$ cat config.mk
export PLATFORM = sky130hd
export DESIGN_NAME = host_serial_port
export DESIGN_NICKNAME = d
export VERILOG_FILES = /design/src/inc/hsp_pkg.sv /design/src/rtl/uart_tx_lane.sv /design/src/rtl/host_serial_port.sv
export SDC_FILE = /design/constraint.sdc
export NUM_CORES = 1
export LEC_CHECK = 0
export ABC_AREA = 1
export BUFFER_PORTS_ARGS = -buffer_cell sky130_fd_sc_hd__buf_2
export CAP_MARGIN = 0
export CORE_UTILIZATION = 50
export DETAILED_ROUTE_END_ITERATION = 7
export GPL_TIMING_DRIVEN = 0
export PLACE_DENSITY = 0.7
export SYNTH_ARGS = -nofsm -noshare
export SYNTH_HDL_FRONTEND = slang
export SYNTH_SLANG_ARGS = --single-unit
$ cat constraint.sdc
create_clock -name ref_clk -period 2.3 [get_ports ref_clk]
set_clock_uncertainty 0.15 [all_clocks]
set_input_delay 0.46 -clock ref_clk [delete_from_list [all_inputs] [get_ports ref_clk]]
set_output_delay 0.46 -clock ref_clk [all_outputs]
set_load 0.005 [all_outputs]
$ cat src/inc/hsp_pkg.sv
// Package: constants and carrier types for the host serial port
package hsp_pkg;
  localparam int unsigned CLK_HZ = 125000000;
  localparam int unsigned BAUD_MIN = 1200;
  localparam int unsigned BAUD_MAX = 115200;
  localparam int unsigned BAUD_DEF = 115200;
  localparam int unsigned DIV_W = 17;
  localparam int unsigned DIV_DEF = CLK_HZ / BAUD_DEF;
  localparam int unsigned DIV_MAX = CLK_HZ / BAUD_MIN;
  localparam int unsigned NUM_GPIO = 7;
  localparam logic LINE_IDLE = 1'b1;
  localparam logic START_LVL = 1'b0;
  localparam logic STOP_LVL = 1'b1;
  localparam logic [3:0] BITS_7 = 4'h7;
  localparam logic [3:0] BITS_8 = 4'h8;

  // Character format
  typedef struct packed {
    logic eight_bits;
    logic parity_en;
    logic parity_odd;
  } frame_cfg_t;

  // Radio events from the modem core
  typedef struct packed {
    logic tx_active;
    logic sync_found;
    logic rx_done;
  } radio_evt_t;
endpackage : hsp_pkg

$ cat src/rtl/uart_tx_lane.sv
// Serial character transmitter
`timescale 1ns/1ns
module uart_tx_lane #(
  parameter int unsigned DIV_W = hsp_pkg::DIV_W
) (
  // Clock and reset
  input wire logic ref_clk,
  input wire logic nrst,
  input wire logic clk_en,
  // Setup
  input wire logic [DIV_W-1:0] bit_div,
  input wire hsp_pkg::frame_cfg_t cfg,
  input wire logic cts_ok,
  // Byte stream
  input wire logic tx_valid,
  output logic tx_ready,
  input wire logic [7:0] tx_data,
  // Line
  output logic txd
);
  typedef enum logic [1:0] {
    T_IDLE = 2'b00,
    T_SHIFT = 2'b01
  } tx_state_t;

  tx_state_t state;
  logic [10:0] shreg;
  logic [3:0] left;
  logic [DIV_W-1:0] cnt;
  wire logic par_bit;
  wire logic [3:0] nbits;
  wire logic bit_end;
  wire logic start_ok;

  assign nbits = cfg.eight_bits ? hsp_pkg::BITS_8 : hsp_pkg::BITS_7;
  assign par_bit = (cfg.eight_bits ? ^tx_data : ^tx_data[6:0]) ^
                   cfg.parity_odd;
  assign bit_end = (cnt == bit_div - 1'b1);
  assign start_ok = (state == T_IDLE) && cts_ok;
  assign tx_ready = start_ok;

  always_ff @(posedge ref_clk or negedge nrst) begin
    if (!nrst) begin
      state <= T_IDLE;
      shreg <= 11'h7ff;
      left <= 4'h0;
      cnt <= '0;
      txd <= hsp_pkg::LINE_IDLE;
    end else if (clk_en) begin
      case (state)
        T_IDLE: begin
          txd <= hsp_pkg::LINE_IDLE;
          cnt <= '0;
          if (tx_valid && start_ok) begin
            txd <= hsp_pkg::START_LVL;
            if (cfg.eight_bits)
              shreg <= {hsp_pkg::STOP_LVL, cfg.parity_en ? par_bit :
                        hsp_pkg::STOP_LVL, tx_data, 1'b0};
            else
              shreg <= {hsp_pkg::STOP_LVL, hsp_pkg::STOP_LVL,
                        cfg.parity_en ? par_bit : hsp_pkg::STOP_LVL,
                        tx_data[6:0], 1'b0};
            left <= nbits + {3'h0, cfg.parity_en} + 4'h1;
            state <= T_SHIFT;
          end
        end
        T_SHIFT: begin
          if (bit_end) begin
            cnt <= '0;
            shreg <= {1'b1, shreg[10:1]};
            txd <= shreg[1];
            if (left == 4'h0)
              state <= T_IDLE;
            else
              left <= left - 4'h1;
          end else begin
            cnt <= cnt + 1'b1;
          end
        end
        default: state <= T_IDLE;
      endcase
    end
  end

  property p_tx_cts;
    @(posedge ref_clk) disable iff (!nrst)
    (clk_en && !cts_ok && state == T_IDLE) |=> (state == T_IDLE && txd);
  endproperty
  a_tx_cts: assert property (p_tx_cts)
    else $error("tx started with cts high");

  property p_idle_line;
    @(posedge ref_clk) disable iff (!nrst)
    (state == T_IDLE && $past(state) == T_IDLE && $past(clk_en)) |-> txd;
  endproperty
  a_idle_line: assert property (p_idle_line)
    else $error("txd low at idle");
endmodule : uart_tx_lane

$ cat src/rtl/host_serial_port.sv
// Host serial port of the radio module: uart, flow control, status pins
`timescale 1ns/1ns
// Contract
// - A low level on the reset input resets all logic, high runs.
// - Serial data is NRZ and a one bit is a high level on the line.
// - Characters go out toward the user only while clear to send is low; the code checks cts_n only when a character starts.
// - Request to send is low when receive can take a byte, else high.
// - A wake request takes the module out of low power mode.
// - Radio status rises during transmission and on a good sync word.
// - Radio status falls at end of transmission or of frame reception.
// - Standby status is one while operating and zero during standby.
// - Each general I/O pin is configurable as input or output.
// - Full duplex link, 1200 to 115200 bit/s, 7 or 8 bits, parity.
// - Wake request is active high and idles low.
module host_serial_port #(
  parameter int unsigned DIV_W = hsp_pkg::DIV_W,
  parameter int unsigned NUM_GPIO = hsp_pkg::NUM_GPIO
) (
  // Clock and reset
  input wire logic ref_clk,
  input wire logic nrst,
  input wire logic clk_en,
  // Setup from the core
  input wire logic [DIV_W-1:0] bit_div,
  input wire hsp_pkg::frame_cfg_t cfg,
  // Transmit stream toward user
  input wire logic tx_valid,
  output logic tx_ready,
  input wire logic [7:0] tx_data,
  // Receive stream from user
  output logic rx_valid,
  input wire logic rx_ready,
  output logic [7:0] rx_data,
  output logic rx_parity_err,
  output logic rx_frame_err,
  // Serial pins
  output logic txd,
  input wire logic rxd,
  input wire logic cts_n,
  output logic rts_n,
  // Power control
  input wire logic wake_request_in,
  input wire logic sleep_req,
  output logic awake,
  output logic standby_status,
  // Radio
  input wire hsp_pkg::radio_evt_t radio_evt,
  output logic radio_status,
  // General I/O
  input wire logic [NUM_GPIO-1:0] gpio_dir_out,
  input wire logic [NUM_GPIO-1:0] gpio_out_val,
  output logic [NUM_GPIO-1:0] gpio_in_val,
  input wire logic [NUM_GPIO-1:0] gpio_i,
  output logic [NUM_GPIO-1:0] gpio_o,
  output logic [NUM_GPIO-1:0] gpio_oe
);
  typedef enum logic [1:0] {
    R_IDLE = 2'b00,
    R_SHIFT = 2'b01,
    R_STOP = 2'b10
  } rx_state_t;

  function automatic logic parity_of(input logic [7:0] d,
                                     input hsp_pkg::frame_cfg_t c);
    parity_of = (c.eight_bits ? ^d : ^d[6:0]) ^ c.parity_odd;
  endfunction : parity_of

  rx_state_t state;
  logic [3:0] left;
  logic [DIV_W-1:0] cnt;
  logic [7:0] shreg;
  logic par_seen;
  logic in_par;
  wire logic half_pt;
  wire logic bit_end;
  wire logic [3:0] nbits;
  wire logic hold_full;
  wire logic [7:0] rx_aligned;
  logic rx_frame;
  wire logic frame_on;

  uart_tx_lane #(.DIV_W(DIV_W)) u_tx (
    .ref_clk(ref_clk),
    .nrst(nrst),
    .clk_en(clk_en),
    .bit_div(bit_div),
    .cfg(cfg),
    .cts_ok(~cts_n),
    .tx_valid(tx_valid && awake),
    .tx_ready(tx_ready),
    .tx_data(tx_data),
    .txd(txd)
  );

  assign nbits = cfg.eight_bits ? hsp_pkg::BITS_8 : hsp_pkg::BITS_7;
  assign half_pt = (cnt == {1'b0, bit_div[DIV_W-1:1]});
  assign bit_end = (cnt == bit_div - 1'b1);
  assign hold_full = rx_valid && !rx_ready;
  assign rx_aligned = cfg.eight_bits ? shreg : {1'b0, shreg[7:1]};

  // Receiver, sampling mid bit
  always_ff @(posedge ref_clk or negedge nrst) begin
    if (!nrst) begin
      state <= R_IDLE;
      left <= 4'h0;
      cnt <= '0;
      shreg <= 8'h00;
      par_seen <= 1'b0;
      in_par <= 1'b0;
      rx_valid <= 1'b0;
      rx_data <= 8'h00;
      rx_parity_err <= 1'b0;
      rx_frame_err <= 1'b0;
    end else if (clk_en) begin
      if (rx_valid && rx_ready)
        rx_valid <= 1'b0;
      case (state)
        R_IDLE: begin
          cnt <= '0;
          if (rxd == hsp_pkg::START_LVL)
            state <= R_SHIFT;
          left <= nbits + {3'h0, cfg.parity_en};
          in_par <= 1'b0;
        end
        R_SHIFT: begin
          cnt <= bit_end ? '0 : cnt + 1'b1;
          if (half_pt) begin
            if (left == nbits + {3'h0, cfg.parity_en} && !in_par &&
                rxd != hsp_pkg::START_LVL) begin
              state <= R_IDLE;
            end else if (!in_par) begin
              in_par <= 1'b1;
            end else begin
              if (cfg.parity_en && left == 4'h1)
                par_seen <= rxd;
              else
                shreg <= {rxd, shreg[7:1]};
              left <= left - 4'h1;
              if (left == 4'h1)
                state <= R_STOP;
            end
          end
        end
        R_STOP: begin
          cnt <= bit_end ? '0 : cnt + 1'b1;
          if (half_pt) begin
            state <= R_IDLE;
            rx_valid <= 1'b1;
            rx_data <= rx_aligned;
            rx_frame_err <= (rxd != hsp_pkg::STOP_LVL);
            rx_parity_err <= cfg.parity_en &&
                             (parity_of(rx_aligned, cfg) != par_seen);
          end
        end
        default: state <= R_IDLE;
      endcase
    end
  end

  // refuse while holding byte or asleep
  always_ff @(posedge ref_clk or negedge nrst) begin
    if (!nrst)
      rts_n <= 1'b1;
    else if (clk_en)
      rts_n <= hold_full || !awake;
  end

  always_ff @(posedge ref_clk or negedge nrst) begin
    if (!nrst)
      awake <= 1'b1;
    else if (clk_en) begin
      if (wake_request_in)
        awake <= 1'b1;
      else if (sleep_req)
        awake <= 1'b0;
    end
  end

  assign standby_status = awake;

  // frame held from sync to end
  assign frame_on = radio_evt.sync_found || (rx_frame && !radio_evt.rx_done);

  always_ff @(posedge ref_clk or negedge nrst) begin
    if (!nrst) begin
      rx_frame <= 1'b0;
      radio_status <= 1'b0;
    end else if (clk_en) begin
      rx_frame <= frame_on;
      radio_status <= radio_evt.tx_active || frame_on;
    end
  end

  always_ff @(posedge ref_clk or negedge nrst) begin
    if (!nrst) begin
      gpio_o <= '0;
      gpio_oe <= '0;
      gpio_in_val <= '0;
    end else if (clk_en) begin
      gpio_o <= gpio_out_val;
      gpio_oe <= gpio_dir_out;
      gpio_in_val <= gpio_i;
    end
  end

  property p_rts_hold;
    @(posedge ref_clk) disable iff (!nrst)
    (clk_en && hold_full) |=> rts_n;
  endproperty
  a_rts_hold: assert property (p_rts_hold)
    else $error("rts low while full");

  property p_wake;
    @(posedge ref_clk) disable iff (!nrst)
    (clk_en && wake_request_in) |=> standby_status;
  endproperty
  a_wake: assert property (p_wake)
    else $error("wake ignored");

  property p_radio_up;
    @(posedge ref_clk) disable iff (!nrst)
    (clk_en && radio_evt.sync_found) |=> radio_status;
  endproperty
  a_radio_up: assert property (p_radio_up)
    else $error("radio status low");

  property p_radio_dn;
    @(posedge ref_clk) disable iff (!nrst)
    (clk_en && radio_evt.rx_done && !radio_evt.tx_active &&
     !radio_evt.sync_found) |=> !radio_status;
  endproperty
  a_radio_dn: assert property (p_radio_dn)
    else $error("radio status high");

  property p_standby;
    @(posedge ref_clk) disable iff (!nrst)
    (clk_en && sleep_req && !wake_request_in) |=> !standby_status;
  endproperty
  a_standby: assert property (p_standby)
    else $error("standby not shown");

  property p_gpio;
    @(posedge ref_clk) disable iff (!nrst)
    clk_en |=> (gpio_oe == $past(gpio_dir_out));
  endproperty
  a_gpio: assert property (p_gpio)
    else $error("gpio dir wrong");
endmodule : host_serial_port

==> results_dict.tcl <==
set metrics [dict create \
    grt-ovfl-total 0 \
    grt_pass1_wl_mm 27.9 \
    drive_above_1_share 0.212 \
    finalCritPeriodShare 0.972 \
    instances_no_fill 1247 \
    min_path_type "in2reg" \
    drc 0 \
    setup_tns_ps 0 \
    cts_buffers 9 \
    endpoint_kind "register" \
    clock_sinks 101 \
    syn_to_final_growth_pct 20.2 \
    worstReg2RegStart "cnt[1]" \
    cts_tree "done" \
    ys_seq_area_frac 0.381 \
    ios 99 \
    grt_max_degree 60 \
    syn_avg_cell_area_um2 7.02 \
    worst_slew_pin_slew_ps 641 \
    syn-cell-area_mm2 0.00667 \
    synth_cell_types 42 \
    utilization 0.625 \
    power.leakage_nw 3.99 \
    die_w_um 118 \
    initial_core_util 0.520 \
    reg2reg_depth 10 \
    syn_nets 1025 \
    grt_setup_unrepaired "yes" \
    startpoint_type "primary input" \
    cts_max_path_buffers 2 \
    cts_root_buf "clkbuf_16" \
    routed_via_density 5.09 \
    antenna_found_initial 0 \
    drtPass1Iterations 5 \
    path_clk_slew_ps 70 \
    fin_nets 1145 \
    critPathArrivalTime_ps 2320 \
    worstPathRequired_ps 2390 \
    setup_viol 0 \
    max_cap_violations 0 \
    n_antenna_cell 0 \
    grt_usage 0.249 \
    final_cell_mix "nand2_1 (320), inv_1 (99), buf_2 (99)" \
    port_buffers 98 \
    path_class "in2reg" \
    layout_min_cycle_time_ps 2240 \
    core_mm2 0.0128 \
    vias 6342 \
    hold_viol_final 0 \
    antenna_left 0 \
    die-area_mm2 0.0138 \
    seqCellArea_mm2 0.00254 \
    status "finished clean" \
    ys_ff_latch 101 \
    totalPowerFinal_mw 5.84 \
    wl_per_cell_um 13.4 \
    final.fill_count 1213 \
    drt_iter0_drc 419 \
    timing.slew.headroom 0.573 \
    min_from "gpio_dir_out[1]" \
    ir_worst_vdd_mv 0.423 \
    synth-warning-count 0 \
    min_delay_path_depth 3 \
    fmax_ghz 0.447 \
    htreeDepth 3 \
    syn_inst 950 \
    die_h_um 118 \
    place_hpwl_mm 12.4 \
    cp-startpoint "bit_div[0]" \
    num_rows 41 \
    powerDensity_mw_per_mm2 728 \
    grt_pass1_vias 6072 \
    place_congestion 0.885 \
    placedCellCount 1221 \
    multi_input_area_mm2 0.00378 \
    routed_wirelength_mm 16.7 \
    clock_latency_ps 350 \
    final_common_cell "nand2_1" \
    finalMaxSlewViolations 0 \
    path_max_fanout 10 \
]
[final cells by class]
cell class                 count  area share
tap                          172      0.0268
clock buffer                  10      0.0286
multi-input combinational    713       0.472
inverter                     107      0.0507
clock inverter                 6     0.00640
timing repair buffer         110      0.0760
buffer                        28      0.0226
sequential                   101       0.317
[where the power goes]
part           total (mW)  internal, mW  switching, mW  leakage [nW]
sequential           2.32          2.10          0.215          1.29
combinational        2.04         0.759           1.29          2.56
clock                1.47         0.756          0.718         0.140
total                5.84          3.62           2.22          3.99
[critical path, cell delays in order]
cell	delay (ps)
buf_2	130
inv_4	70
ha_4	170
nand2_2	90
nor2_4	160
nand2_1	100
nand2_2	70
nand2_1	60
xor2_1	220
nand3_1	110
nor2_1	170
nand2_1	140
nand2_4	130
buf_8	170
o21ai_2	60
[synthesized netlist by cell type, drive strengths merged]
master	instances	area, µm²
o22ai	6	37.5
o31ai	1	7.51
or2	2	12.5
a22o	1	8.76
xor2	39	342
nor3	11	60.1
o21ai	78	424
a21oi	26	134
nand3b	4	33.8
clkinv	2	7.51
clkbuf	20	76.3
dfstp	12	315
and2	1	6.26
ha	14	175
nor4	4	25.0
dfrtp	89	2230
inv	105	394
nand2	338	1310
xnor2	10	87.6
nor2	71	319
nand4	23	144
a2bb2oi	1	8.76
o2111ai	2	17.5
buf	11	82.6
nand3	79	418
[routing by layer]
| metal | GRT usage | vias up | share of wire | routed length (µm) |
|---|---|---|---|---|
| li1 | - | 3277 | - | - |
| met1 | 0.310 | 2934 | 0.45 | 7510 |
| met4 | 0.0785 | 0 | 0.016 | 266 |
| met2 | 0.436 | 115 | 0.50 | 8360 |
| met5 | 0 | - | 0 | 0 |
| met3 | 0.0465 | 16 | 0.032 | 537 |
[worst paths after layout]
path / end / slack [ps]
worst max-delay path: cnt[14] / 60
max in group asynchronous: rts_n / 770
min in group asynchronous: radio_status / 500
worst max register to register: rx_data[4] / 130
worst min register to register: u_tx.shreg[7] / 310
worst min-delay path: gpio_oe[1] / 150
[state kept, by name, summed over array words and instances (netlist names), 2 cells and up]
| signal | cells |
|---|---|
| u_tx.left | 4 |
| gpio_o | 7 |
| rx_data | 8 |
| cnt | 17 |
| left | 4 |
| u_tx.cnt | 17 |
| shreg | 8 |
| gpio_in_val | 7 |
| state | 2 |
| u_tx.shreg | 9 |
| gpio_oe | 7 |
[stage by stage]
stage	cell area, µm²	hold WS, ps	setup WS (ps)
global route	8020	141	-12.5
detailed placement	7440	303	-502
floorplan	6710	14.4	32.2
global placement	7410	300	-566
CTS	7770	139	2.28
finish	8020	151	63.6
[cell families after synthesis]
| family | synth area share |
|---|---|
| adder cells (fa/ha/maj) | 0.0263 |
| buffers and inverters | 0.0840 |
| XOR/XNOR | 0.0643 |
| AO/OA/AOI/OAI | 0.0957 |
| flip-flops | 0.381 |
| AND/OR/NAND/NOR | 0.349 |
[timing repair]
item	4_1_cts	5_1_grt
resized for setup	11	58
hold endpoints to repair	31	0
setup buffers	0	8
cloned	0	4
hold buffers	1	0
setup endpoints to repair	59	66
pin swaps	1	14
Note: power is estimated with default switching activity, not from simulation.
